<file path="src/design/asp_map.svh">
`ifndef ASP_MAP_SVH
`define ASP_MAP_SVH
// Register indices; byte address is four times the index
`define ASP_CTRL_IDX 10'h098
`define ASP_DATA_IDX 10'h099
`define ASP_CTRL_RESET 8'h40
`define ASP_DATA_RESET 8'h00
// Control register field positions
`define ASP_BIT_MODE 7
`define ASP_BIT_UNUSED 6
`define ASP_BIT_MCE 5
`define ASP_BIT_REN 4
`define ASP_BIT_TB8 3
`define ASP_BIT_RB8 2
`define ASP_BIT_TI 1
`define ASP_BIT_RI 0
// Frame shape
`define ASP_DATA_BITS 4'h8
`define ASP_LAST_DATA 4'h7
`endif

</file>
<file path="src/design/asp_pkg.sv">
package asp_pkg;
   typedef enum logic [2:0] {
      ASP_IDLE = 3'b000,
      ASP_START = 3'b001,
      ASP_DATA = 3'b010,
      ASP_NINTH = 3'b011,
      ASP_STOP = 3'b100
   } asp_state_t;

   typedef struct packed {
      logic mode9;
      logic mce;
      logic ren;
      logic tb8;
      logic rb8;
      logic ti;
      logic ri;
   } asp_ctrl_t;

   typedef struct packed {
      logic nine;
      logic ninth;
      logic [7:0] data;
   } asp_tx_req_t;
endpackage

</file>
<file path="src/design/asp_baud_timer.sv">
`timescale 1ns/1ps
module asp_baud_timer #(
   parameter int W = 8
) (
   input wire logic pclk,
   input wire logic presetn,
   input wire logic ce,
   input wire logic run,
   input wire logic tick,
   input wire logic restart,
   input wire logic [W-1:0] reload,
   output logic half_tick,
   output logic bit_tick
);
   import asp_pkg::*;
   logic [W-1:0] cnt_r, cnt_nxt;
   logic phase_r, phase_nxt;
   logic ovf;

   assign ovf = run & tick & (cnt_r == {W{1'b1}}) & ~restart;
   // Odd overflows mark mid-bit, even ones bit boundaries: overflow rate / 2
   assign half_tick = ovf & ~phase_r;
   assign bit_tick = ovf & phase_r;

   always_comb begin
      cnt_nxt = cnt_r;
      phase_nxt = phase_r;
      if (restart) begin
         cnt_nxt = reload;
         phase_nxt = 1'b0;
      end else if (ovf) begin
         cnt_nxt = reload;
         phase_nxt = ~phase_r;
      end else if (run & tick) begin
         cnt_nxt = cnt_r + {{(W-1){1'b0}}, 1'b1};
      end
   end

   always_ff @(posedge pclk or negedge presetn) begin
      if (!presetn) begin
         cnt_r <= '0;
         phase_r <= 1'b0;
      end else if (ce) begin
         cnt_r <= cnt_nxt;
         phase_r <= phase_nxt;
      end
   end
endmodule // asp_baud_timer

</file>
<file path="src/design/asp_tx.sv">
`timescale 1ns/1ps
`include "asp_map.svh"
module asp_tx (
   input wire logic pclk,
   input wire logic presetn,
   input wire logic ce,
   input wire logic start,
   input wire asp_pkg::asp_tx_req_t req,
   input wire logic bit_tick,
   output logic serial_out_pin,
   output logic done,
   output logic busy
);
   import asp_pkg::*;
   asp_state_t state_r, state_nxt;
   logic [3:0] cnt_r, cnt_nxt;
   logic [7:0] shift_r, shift_nxt;
   logic nine_r, nine_nxt;
   logic ninth_r, ninth_nxt;
   logic out_r, out_nxt;

   always_comb begin
      state_nxt = state_r;
      cnt_nxt = cnt_r;
      shift_nxt = shift_r;
      nine_nxt = nine_r;
      ninth_nxt = ninth_r;
      done = 1'b0;
      if (start) begin
         // A new write restarts the frame at once
         state_nxt = ASP_START;
         shift_nxt = req.data;
         nine_nxt = req.nine;
         ninth_nxt = req.ninth;
         cnt_nxt = 4'h0;
      end else if (bit_tick) begin
         case (state_r)
            ASP_START: begin
               state_nxt = ASP_DATA;
            end
            ASP_DATA: begin
               if (cnt_r == `ASP_LAST_DATA) begin
                  state_nxt = nine_r ? ASP_NINTH : ASP_STOP;
                  done = ~nine_r;
               end else begin
                  shift_nxt = {1'b0, shift_r[7:1]};
                  cnt_nxt = cnt_r + 4'h1;
               end
            end
            ASP_NINTH: begin
               state_nxt = ASP_STOP;
               done = 1'b1;
            end
            ASP_STOP: begin
               state_nxt = ASP_IDLE;
            end
            default: begin
               state_nxt = ASP_IDLE;
            end
         endcase
      end
      case (state_nxt)
         ASP_START: out_nxt = 1'b0;
         ASP_DATA: out_nxt = shift_nxt[0];
         ASP_NINTH: out_nxt = ninth_nxt;
         default: out_nxt = 1'b1;
      endcase
   end

   always_ff @(posedge pclk or negedge presetn) begin
      if (!presetn) begin
         state_r <= ASP_IDLE;
         cnt_r <= 4'h0;
         shift_r <= 8'h00;
         nine_r <= 1'b0;
         ninth_r <= 1'b0;
         out_r <= 1'b1;
      end else if (ce) begin
         state_r <= state_nxt;
         cnt_r <= cnt_nxt;
         shift_r <= shift_nxt;
         nine_r <= nine_nxt;
         ninth_r <= ninth_nxt;
         out_r <= out_nxt;
      end
   end

   assign serial_out_pin = out_r;
   assign busy = (state_r != ASP_IDLE);
endmodule // asp_tx

</file>
<file path="src/design/asp_uart.sv">
// What this block does
// - Control bit 7 low picks 8-bit frames, high picks 9-bit frames.
// - 8-bit frame: start, eight data bits LSB first, stop.
// - 8-bit accepted frame stores data and copies stop bit to ninth-receive bit.
// - Writing the data buffer starts transmitting that byte.
// - Transmit-done flag sets when the last data bit (9-bit: the ninth bit) ends, at stop-bit start.
// - Receiver takes frames only while receive-enable bit is set.
// - 8-bit load needs receive-done clear and, with check on, stop high.
// - Failed load leaves buffer, ninth bit and receive-done untouched.
// - On overrun the first unread byte stays; later frames are dropped.
// - 9-bit frame adds ninth-transmit bit after data, before stop.
// - 9-bit accepted frame stores ninth bit; stop level is ignored.
// - 9-bit load needs receive-done clear and, with filter on, ninth high.
// - Receive-done sets at stop-bit sampling of an accepted frame.
// - Interrupt request, when enabled, follows either done flag.
// - Done flags are cleared only by software writes.
// - Control bit 6 reads one and ignores writes.
// - Bit rate is half the baud timer overflow rate.
// - Start edge on the input reloads the private receive timer.
// - Data reads return received byte; writes reach only transmit side.
//
// The APB slave port was left to the implementer.
`timescale 1ns/1ps
`include "asp_map.svh"
module asp_uart #(
   parameter int TW = 8
) (
   input wire logic pclk,
   input wire logic presetn,
   input wire logic ce,
   input wire logic psel,
   input wire logic penable,
   input wire logic pwrite,
   input wire logic [11:0] paddr,
   input wire logic [31:0] pwdata,
   output logic [31:0] prdata,
   output logic pready,
   output logic pslverr,
   input wire logic baud_run,
   input wire logic baud_tick,
   input wire logic [TW-1:0] baud_reload_value,
   input wire logic serial_in_pin,
   output logic serial_out_pin,
   input wire logic irq_enable,
   output logic irq
);
   import asp_pkg::*;
   asp_ctrl_t ctrl_r, ctrl_nxt;
   logic [7:0] rx_buf_r, rx_buf_nxt;
   asp_state_t rx_state_r, rx_state_nxt;
   logic [3:0] rx_cnt_r, rx_cnt_nxt;
   logic [7:0] rx_shift_r, rx_shift_nxt;
   logic rx_ninth_r, rx_ninth_nxt;
   logic rx_prev_r;
   logic acc, wr, rd_ctrl, rd_data, sel_ctrl, sel_data;
   logic wr_ctrl, wr_data;
   logic [7:0] ctrl_byte;
   logic rx_start, rx_half, tx_bit, tx_done;
   logic rx_stop_hit, rx_accept, filter_ok;
   asp_tx_req_t tx_req;

   // APB slave: zero wait states, error on unmapped addresses
   assign acc = psel & penable;
   assign sel_ctrl = (paddr[11:2] == `ASP_CTRL_IDX);
   assign sel_data = (paddr[11:2] == `ASP_DATA_IDX);
   assign wr = acc & pwrite;
   assign wr_ctrl = wr & sel_ctrl;
   assign wr_data = wr & sel_data;
   assign rd_ctrl = acc & ~pwrite & sel_ctrl;
   assign rd_data = acc & ~pwrite & sel_data;
   assign pready = 1'b1;
   assign pslverr = acc & ~(sel_ctrl | sel_data);

   assign ctrl_byte = {ctrl_r.mode9, 1'b1, ctrl_r.mce, ctrl_r.ren,
                       ctrl_r.tb8, ctrl_r.rb8, ctrl_r.ti, ctrl_r.ri};

   always_comb begin
      prdata = 32'h0000_0000;
      if (rd_ctrl) begin
         prdata = {24'h00_0000, ctrl_byte};
      end else if (rd_data) begin
         // Transmit register is write only
         prdata = {24'h00_0000, rx_buf_r};
      end
   end

   asp_baud_timer #(.W(TW)) u_tx_timer (
      .pclk(pclk),
      .presetn(presetn),
      .ce(ce),
      .run(baud_run),
      .tick(baud_tick),
      .restart(wr_data),
      .reload(baud_reload_value),
      .half_tick(),
      .bit_tick(tx_bit)
   );

   asp_baud_timer #(.W(TW)) u_rx_timer (
      .pclk(pclk),
      .presetn(presetn),
      .ce(ce),
      .run(baud_run),
      .tick(baud_tick),
      .restart(rx_start),
      .reload(baud_reload_value),
      .half_tick(rx_half),
      .bit_tick()
   );

   assign tx_req = '{nine: ctrl_r.mode9, ninth: ctrl_r.tb8, data: pwdata[7:0]};

   asp_tx u_tx (
      .pclk(pclk),
      .presetn(presetn),
      .ce(ce),
      .start(wr_data),
      .req(tx_req),
      .bit_tick(tx_bit),
      .serial_out_pin(serial_out_pin),
      .done(tx_done),
      .busy()
   );

   // Receiver
   assign rx_start = (rx_state_r == ASP_IDLE) & ctrl_r.ren & rx_prev_r & ~serial_in_pin;
   assign rx_stop_hit = (rx_state_r == ASP_STOP) & rx_half & ctrl_r.ren;
   // The filter looks at stop in 8-bit mode and the ninth bit in 9-bit mode
   assign filter_ok = ~ctrl_r.mce | (ctrl_r.mode9 ? rx_ninth_r : serial_in_pin);
   assign rx_accept = rx_stop_hit & ~ctrl_r.ri & filter_ok;

   always_comb begin
      rx_state_nxt = rx_state_r;
      rx_cnt_nxt = rx_cnt_r;
      rx_shift_nxt = rx_shift_r;
      rx_ninth_nxt = rx_ninth_r;
      if (!ctrl_r.ren) begin
         rx_state_nxt = ASP_IDLE;
      end else if (rx_start) begin
         rx_state_nxt = ASP_START;
         rx_cnt_nxt = 4'h0;
      end else if (rx_half) begin
         case (rx_state_r)
            ASP_START: begin
               // A glitch shorter than half a bit is not a start
               rx_state_nxt = serial_in_pin ? ASP_IDLE : ASP_DATA;
            end
            ASP_DATA: begin
               rx_shift_nxt = {serial_in_pin, rx_shift_r[7:1]};
               rx_cnt_nxt = rx_cnt_r + 4'h1;
               if (rx_cnt_r == `ASP_LAST_DATA) begin
                  rx_state_nxt = ctrl_r.mode9 ? ASP_NINTH : ASP_STOP;
               end
            end
            ASP_NINTH: begin
               rx_ninth_nxt = serial_in_pin;
               rx_state_nxt = ASP_STOP;
            end
            ASP_STOP: begin
               rx_state_nxt = ASP_IDLE;
            end
            default: begin
               rx_state_nxt = ASP_IDLE;
            end
         endcase
      end
   end

   always_comb begin
      ctrl_nxt = ctrl_r;
      rx_buf_nxt = rx_buf_r;
      if (wr_ctrl) begin
         ctrl_nxt.mode9 = pwdata[`ASP_BIT_MODE];
         ctrl_nxt.mce = pwdata[`ASP_BIT_MCE];
         ctrl_nxt.ren = pwdata[`ASP_BIT_REN];
         ctrl_nxt.tb8 = pwdata[`ASP_BIT_TB8];
         ctrl_nxt.rb8 = pwdata[`ASP_BIT_RB8];
         ctrl_nxt.ti = pwdata[`ASP_BIT_TI];
         ctrl_nxt.ri = pwdata[`ASP_BIT_RI];
      end
      // Hardware sets after the software write so a set is never lost
      if (tx_done) begin
         ctrl_nxt.ti = 1'b1;
      end
      if (rx_accept) begin
         rx_buf_nxt = rx_shift_r;
         ctrl_nxt.rb8 = ctrl_r.mode9 ? rx_ninth_r : serial_in_pin;
         ctrl_nxt.ri = 1'b1;
      end
   end

   assign irq = irq_enable & (ctrl_r.ti | ctrl_r.ri);

   always_ff @(posedge pclk or negedge presetn) begin
      if (!presetn) begin
         ctrl_r <= '0;
         rx_buf_r <= `ASP_DATA_RESET;
         rx_state_r <= ASP_IDLE;
         rx_cnt_r <= 4'h0;
         rx_shift_r <= 8'h00;
         rx_ninth_r <= 1'b0;
         rx_prev_r <= 1'b1;
      end else if (ce) begin
         ctrl_r <= ctrl_nxt;
         rx_buf_r <= rx_buf_nxt;
         rx_state_r <= rx_state_nxt;
         rx_cnt_r <= rx_cnt_nxt;
         rx_shift_r <= rx_shift_nxt;
         rx_ninth_r <= rx_ninth_nxt;
         rx_prev_r <= serial_in_pin;
      end
   end
endmodule // asp_uart

</file>
<file path="config.mk">
export PLATFORM = sky130hd
export DESIGN_NAME = asp_uart
export DESIGN_NICKNAME = d
export VERILOG_FILES = /design/src/design/asp_pkg.sv /design/src/design/asp_baud_timer.sv /design/src/design/asp_tx.sv /design/src/design/asp_uart.sv
export VERILOG_INCLUDE_DIRS = /design/src /design/src/design
export SDC_FILE = /design/constraint.sdc
export NUM_CORES = 1
export LEC_CHECK = 0
export ABC_AREA = 0
export ABC_CLOCK_PERIOD_IN_PS = 3100
export BUFFER_PORTS_ARGS = -buffer_cell sky130_fd_sc_hd__buf_2
export CORE_ASPECT_RATIO = 2
export CORE_MARGIN = 4
export CORE_UTILIZATION = 36
export CTS_BUF_LIST = sky130_fd_sc_hd__clkbuf_16
export CTS_CLUSTER_DIAMETER = 40
export CTS_CLUSTER_SIZE = 28
export DETAILED_ROUTE_END_ITERATION = 7
export GPL_TIMING_DRIVEN = 0
export PLACE_DENSITY = 0.68
export SYNTH_ARGS = -nofsm -noshare
export SYNTH_HDL_FRONTEND = slang
export SYNTH_HIERARCHICAL = 1
export SYNTH_SLANG_ARGS = --single-unit
export TNS_END_PERCENT = 1
</file>
<file path="constraint.sdc">
create_clock -name pclk -period 3.1 [get_ports pclk]
set_input_delay 0.31 -clock pclk [delete_from_list [all_inputs] [get_ports pclk]]
set_output_delay 0.31 -clock pclk [all_outputs]
set_load 0.02 [all_outputs]
</file>
* Word level (Yosys, flattened, before mapping) *
Index checks and enable logic that the tools add are counted.

operators by class
  mux-type cells = 46
  eq/ne operators = 19
  div/mod/pow operators = 0
  multipliers = 0
  reductions and logical operators = 25
  magnitude comparators = 0
  shift-type cells = 0
  bitwise gates (word level) = 36
  add/subtract/negate cells = 4

operator list
  operator                                                           count
  8-bit two-way mux                                                  12
  3-bit two-way mux                                                  10
  4-bit two-way mux                                                  7
  1-bit AND                                                          23
  10-bit by 8-bit == test with 1-bit output (second input constant)  2
  3-bit by 2-bit == test with 1-bit output (second input constant)   6
  3-bit case mux with 3 select lines                                 2
  2-bit AND reduction                                                9
  8-bit by 1-bit adder with 8-bit output (second input constant)     2
  8-bit == test (second input constant)                              2
  2-bit nonzero test                                                 8
  1-bit two-way mux                                                  12
  1-bit inverter                                                     10
  5-bit AND reduction                                                2
  3-bit by 1-bit == test with 1-bit output (second input constant)   3
  4-bit by 1-bit adder with 4-bit output (second input constant)     2
  4-bit by 3-bit == test with 1-bit output (second input constant)   2
  4-bit AND reduction                                                2
  3-bit nonzero test                                                 2
  4-bit by 3-bit != test with 1-bit output (second input constant)   1
  3-bit == test (second input constant)                              1
  3-bit logical NOT                                                  1
  3-bit by 1-bit != test with 1-bit output (second input constant)   1
  1-bit OR                                                           3
  5 further kinds                                                    5

word-level totals
  RAM bits = 0
  input port bits = 62
  ROM bits = 0
  latch bits = 0
  memories kept = 0
  word-level logic and storage cells = 154
  flip-flop bits (word level) = 68

* Depth between registers and ports, before layout *
  depth after elaboration = 13
  gate-level depth with buffers = 11

* Cells and area by module *
The synthesis kept the hierarchy.

modules (own cells, without submodules)
  module          cells each  times used  area each (um2)
  asp_uart        173         1           1866.8
  asp_baud_timer  71          2           646.9
  asp_tx          96          1           963.4

* Least setup slack after synthesis *
Ideal clock, no wire load.

  path kind = input to register
  from = input port paddr[2]
  to = register u_tx.out_r (netlist: u_tx/serial_out_pin)
  stages on the path = 9
  slack = 133 ps
  path buffers = 2
  library setup time = 78 ps
  arrival = 2889 ps
  data required time = 3022 ps
  path through = clkbuf_1 > nand2_1 > nor3_1 > clkbuf_1 > nor3b_1 > nand3_1 > a31oi_2 > a311o_2 > o22a_2

on the way
  cells in the longest elaborated chain, start to end = 9

ends and longest elaborated chain
  element                                                                                                      line                  text
  from (decl)                                                                                                  asp_uart.sv:34        input wire logic [11:0] paddr,
  10-bit by 8-bit == test with 1-bit output (no line) *                                                        n/a
  1-bit AND *                                                                                                  asp_uart.sv:68        assign wr_data = wr & sel_data;
  via wr_data                                                                                                  asp_uart.sv:56        logic wr_ctrl, wr_data;
  1-bit inverter *                                                                                             asp_baud_timer.sv:20  assign ovf = run & tick & (cnt_r == {W{1'b1}}) & ~restart;
  1-bit AND *                                                                                                  asp_baud_timer.sv:20
  1-bit AND *                                                                                                  asp_baud_timer.sv:23  assign bit_tick = ovf & phase_r;
  via tx_bit                                                                                                   asp_uart.sv:58        logic rx_start, rx_half, tx_bit, tx_done;
  3-bit two-way mux                                                                                            asp_tx.sv:36          end else if (bit_tick) begin
  3-bit two-way mux                                                                                            asp_tx.sv:29          if (start) begin
  3-bit by 2-bit == test with 1-bit output / 3-bit by 1-bit == test with 1-bit output (equally long branches)  asp_tx.sv:62          case (state_nxt)
  1-bit case mux with 3 select lines *                                                                         asp_tx.sv:62
  to (signal assigned)                                                                                         asp_tx.sv:84          out_r <= out_nxt;
  to (decl)                                                                                                    asp_tx.sv:20          logic out_r, out_nxt;

The timed path passes the listed nets; every way through them passes the cells marked *. The select of a mux whose other input is x is not followed.
A chain may end at the register's enable or synchronous reset.

* Worst setup path in the final report *
  from = register ctrl_r, in the netlist ctrl_byte[4]
  to = register rx_shift_r[1]

on the way
  cells in the longest elaborated chain, start to end = 7

ends and longest elaborated chain
  element                        line                  text
  from (decl)                    asp_uart.sv:48        asp_ctrl_t ctrl_r, ctrl_nxt;
  from (signal assigned)         asp_uart.sv:204       ctrl_r <= ctrl_nxt;
  1-bit AND (3 in a row)         asp_uart.sv:126       assign rx_start = (rx_state_r == ASP_IDLE) & ctrl_r.ren & rx_prev_r & ~serial_in_pin;
  via rx_start                   asp_uart.sv:58
  1-bit inverter (no line)       n/a
  1-bit AND                      asp_baud_timer.sv:20
  1-bit AND                      asp_baud_timer.sv:22  assign half_tick = ovf & ~phase_r;
  via rx_half                    asp_uart.sv:58
  5-bit AND reduction (no line)  n/a
  to (signal assigned)           asp_uart.sv:208       rx_shift_r <= rx_shift_nxt;
  to (decl)                      asp_uart.sv:52        logic [7:0] rx_shift_r, rx_shift_nxt;

The timed path passes the listed nets, and every way through them passes these cells.

==> impl_results.md <==
- Share of layout cells above drive strength 1: a little under a third
- CP Launch Point: ctrl_byte[4]
- Final setup margin: approximately 0.22 ns
- Drt total wl: approximately 9600 um
- # setup viols final: 0
- Maximum clock insertion buffer count: 2
- Slew @ Worst Pin: 0.870 ns
- Clock slew at reported path FFs: 0.06 ns
- Setup crit start kind: flop
- Final slew viol count: 0
- Maximum number of pins on one net before global-route repair: 69
- Crit-path max FO: 10
- Worst Setup EP: rx_shift_r[1]
- DR vias: 3376
- Die Wd: 83.5 um
- Reg2reg path depth: 8
- Final ANT Viol Nets: 0
- Hold Buf Count CTS: 0
- Initial Util: roughly 37%
- Post-DR vias/cell: around 5.3
- Core area: 11000 um2
- CTS tree: done
- Fmax: ~350 MHz
- Slew Limit Headroom: a little over two fifths
- Tmin final: ~2.9 ns
- Placed instance count: between 600 and 700
- Status: finished, final reports clean
- Port bufs: 46
- Row Count: 54
- IO Pins: slightly below 100
- Origin of the critical flop-to-flop path: ctrl_byte[4]
- Final hold violation count: 0
- R2r endpoint: rx_shift_r[1]
- Mean Syn Cell Area: approximately 10 um2
- Clk sinks: 68
- Hold Path Class: input port to async pin
- Diode count: 0
- FF-to-FF setup slack: between 0.2 and 0.25 ns
- Commonest non-fill, non-tap cell in the layout: dfrtp_1
- Nets: 554
- Grt ovf: 0
- Antenna violations before repair: 0
- Required @ worst endpoint: 3.31 ns
- Routed len/inst: approximately 15 um
- GP Congestion: between 0.8 and 0.9
- CTS Buf Count: 9
- Clk root buf: clkbuf_16
- WP data arrival: 3.09 ns
- Pwr per Cell Area: 446 nW/um2
- Post-route core utilization: approximately 45%
- Non-filler cells, final: between 600 and 700
- Worst-skew pair later-pin latency: 0.33 ns
- Max Cap Viol: 0
- Total Routing Usage GR: approximately 15%
- First-pass GRT wire length: 16000 um
- Post-DP HPWL: 6970 um
- Tcrit/Tclk final: between 90% and 100%
- Vias in the first global route: ~3400
- DR iter-0 viols: between 200 and 250
- Die Footprint: around 13000 um2
- Area Overhead vs Synth: 19.9%
- DRC: 0
- VDD IR max: ~0.3 mV
- Worst clock skew: 0.00739 ns
- Drt pass-1 iters: 4
- CP Capture Type: flop
- Most frequent cells in the layout: dfrtp_1, buf_2, buf_4, nand2_1
- Die height: 159 um
- Post-Synthesis Cells: 408
- Hold_ws: between 0.08 and 0.09 ns
- Pre-CTS setup slack: -0.249 ns
- H-tree Lvls: 3
- Critical path class: flop to flop
- Synthesized cell area: 4110 um2
- Yosys warnings: 6
- Leakage power: around 0.0024 uW
==> routing by layer <==
metal	part of all wire, %	track usage, %	wire, um
met1	39	16.2	3760
met2	52	25.6	4950
met3	6.6	4.19	634
met4	2.1	6.44	202
met5	0	0	0
==> power breakdown <==
| group | switching, uW | internal, uW |
|---|---|---|
| clock network | 398 | 625 |
| logic | 129 | 96.1 |
| registers | 28.9 | 917 |
| total | 555 | 1640 |
==> worst min-delay path by stage <==
stage                     depth (start not counted)  slack, ns         endpoint
after floorplan                                   0       0.01     ctrl_byte[0]
after global placement                            1       0.46      rx_cnt_r[3]
after detailed placement                          1       0.47      rx_cnt_r[3]
after CTS                                         1       0.13  u_tx/shift_r[6]
after global routing                              1       0.16  u_tx/shift_r[6]
final                                             1       0.08  u_tx/shift_r[5]
==> flip-flops by register name, summed over array words and instances, names as in the netlist, 3 cells and up <==
signal and flops:
rx_buf_r 8, rx_cnt_r 4, u_tx/cnt_r 4, u_tx/shift_r 8
rx_state_r 3, rx_shift_r 8, u_rx_timer/cnt_r 8, u_tx_timer/cnt_r 8
u_tx/state_r 3, ctrl_byte 7
==> layout make-up <==
| class | instances | area (um2) |
|---|---|---|
| Multi-Input combinational cell | 308 | 2160 |
| Inverter | 9 | 33.8 |
| Fill cell | 1051 | 6090 |
| Clock buffer | 9 | 225 |
| Timing Repair Buffer | 46 | 233 |
| Buffer | 46 | 318 |
| Clock inverter | 7 | 75.1 |
| Tap cell | 140 | 175 |
| Sequential cell | 68 | 1700 |
==> stage by stage <==
step / power (uW) / TNS, ns / cell area (um2)
after global routing: 2280 / -0.0981 / 4920
after CTS: 2220 / 0 / 4900
final: 2190 / 0 / 4920
after global placement: 1180 / -11.99 / 4600
after detailed placement: 1190 / -1.65 / 4600
after floorplan: 1100 / 0 / 4190
==> repair_timing <==
action                                  in CTS  in global routing
gates resized for setup                      0                  3
buffers inserted                             0                  0
endpoints found under the setup margin       0                 27
==> critical path, cell delays in order, from the launching register on <==
cell	delay, ns
dfrtp_1	0.48
nor2b_1	0.20
and2_1	0.24
clkbuf_1	0.24
nor3_2	0.41
nand2_1	0.21
nor3_4	0.31
buf_2	0.30
mux2_2	0.36
(Power assumes the default switching activity.)
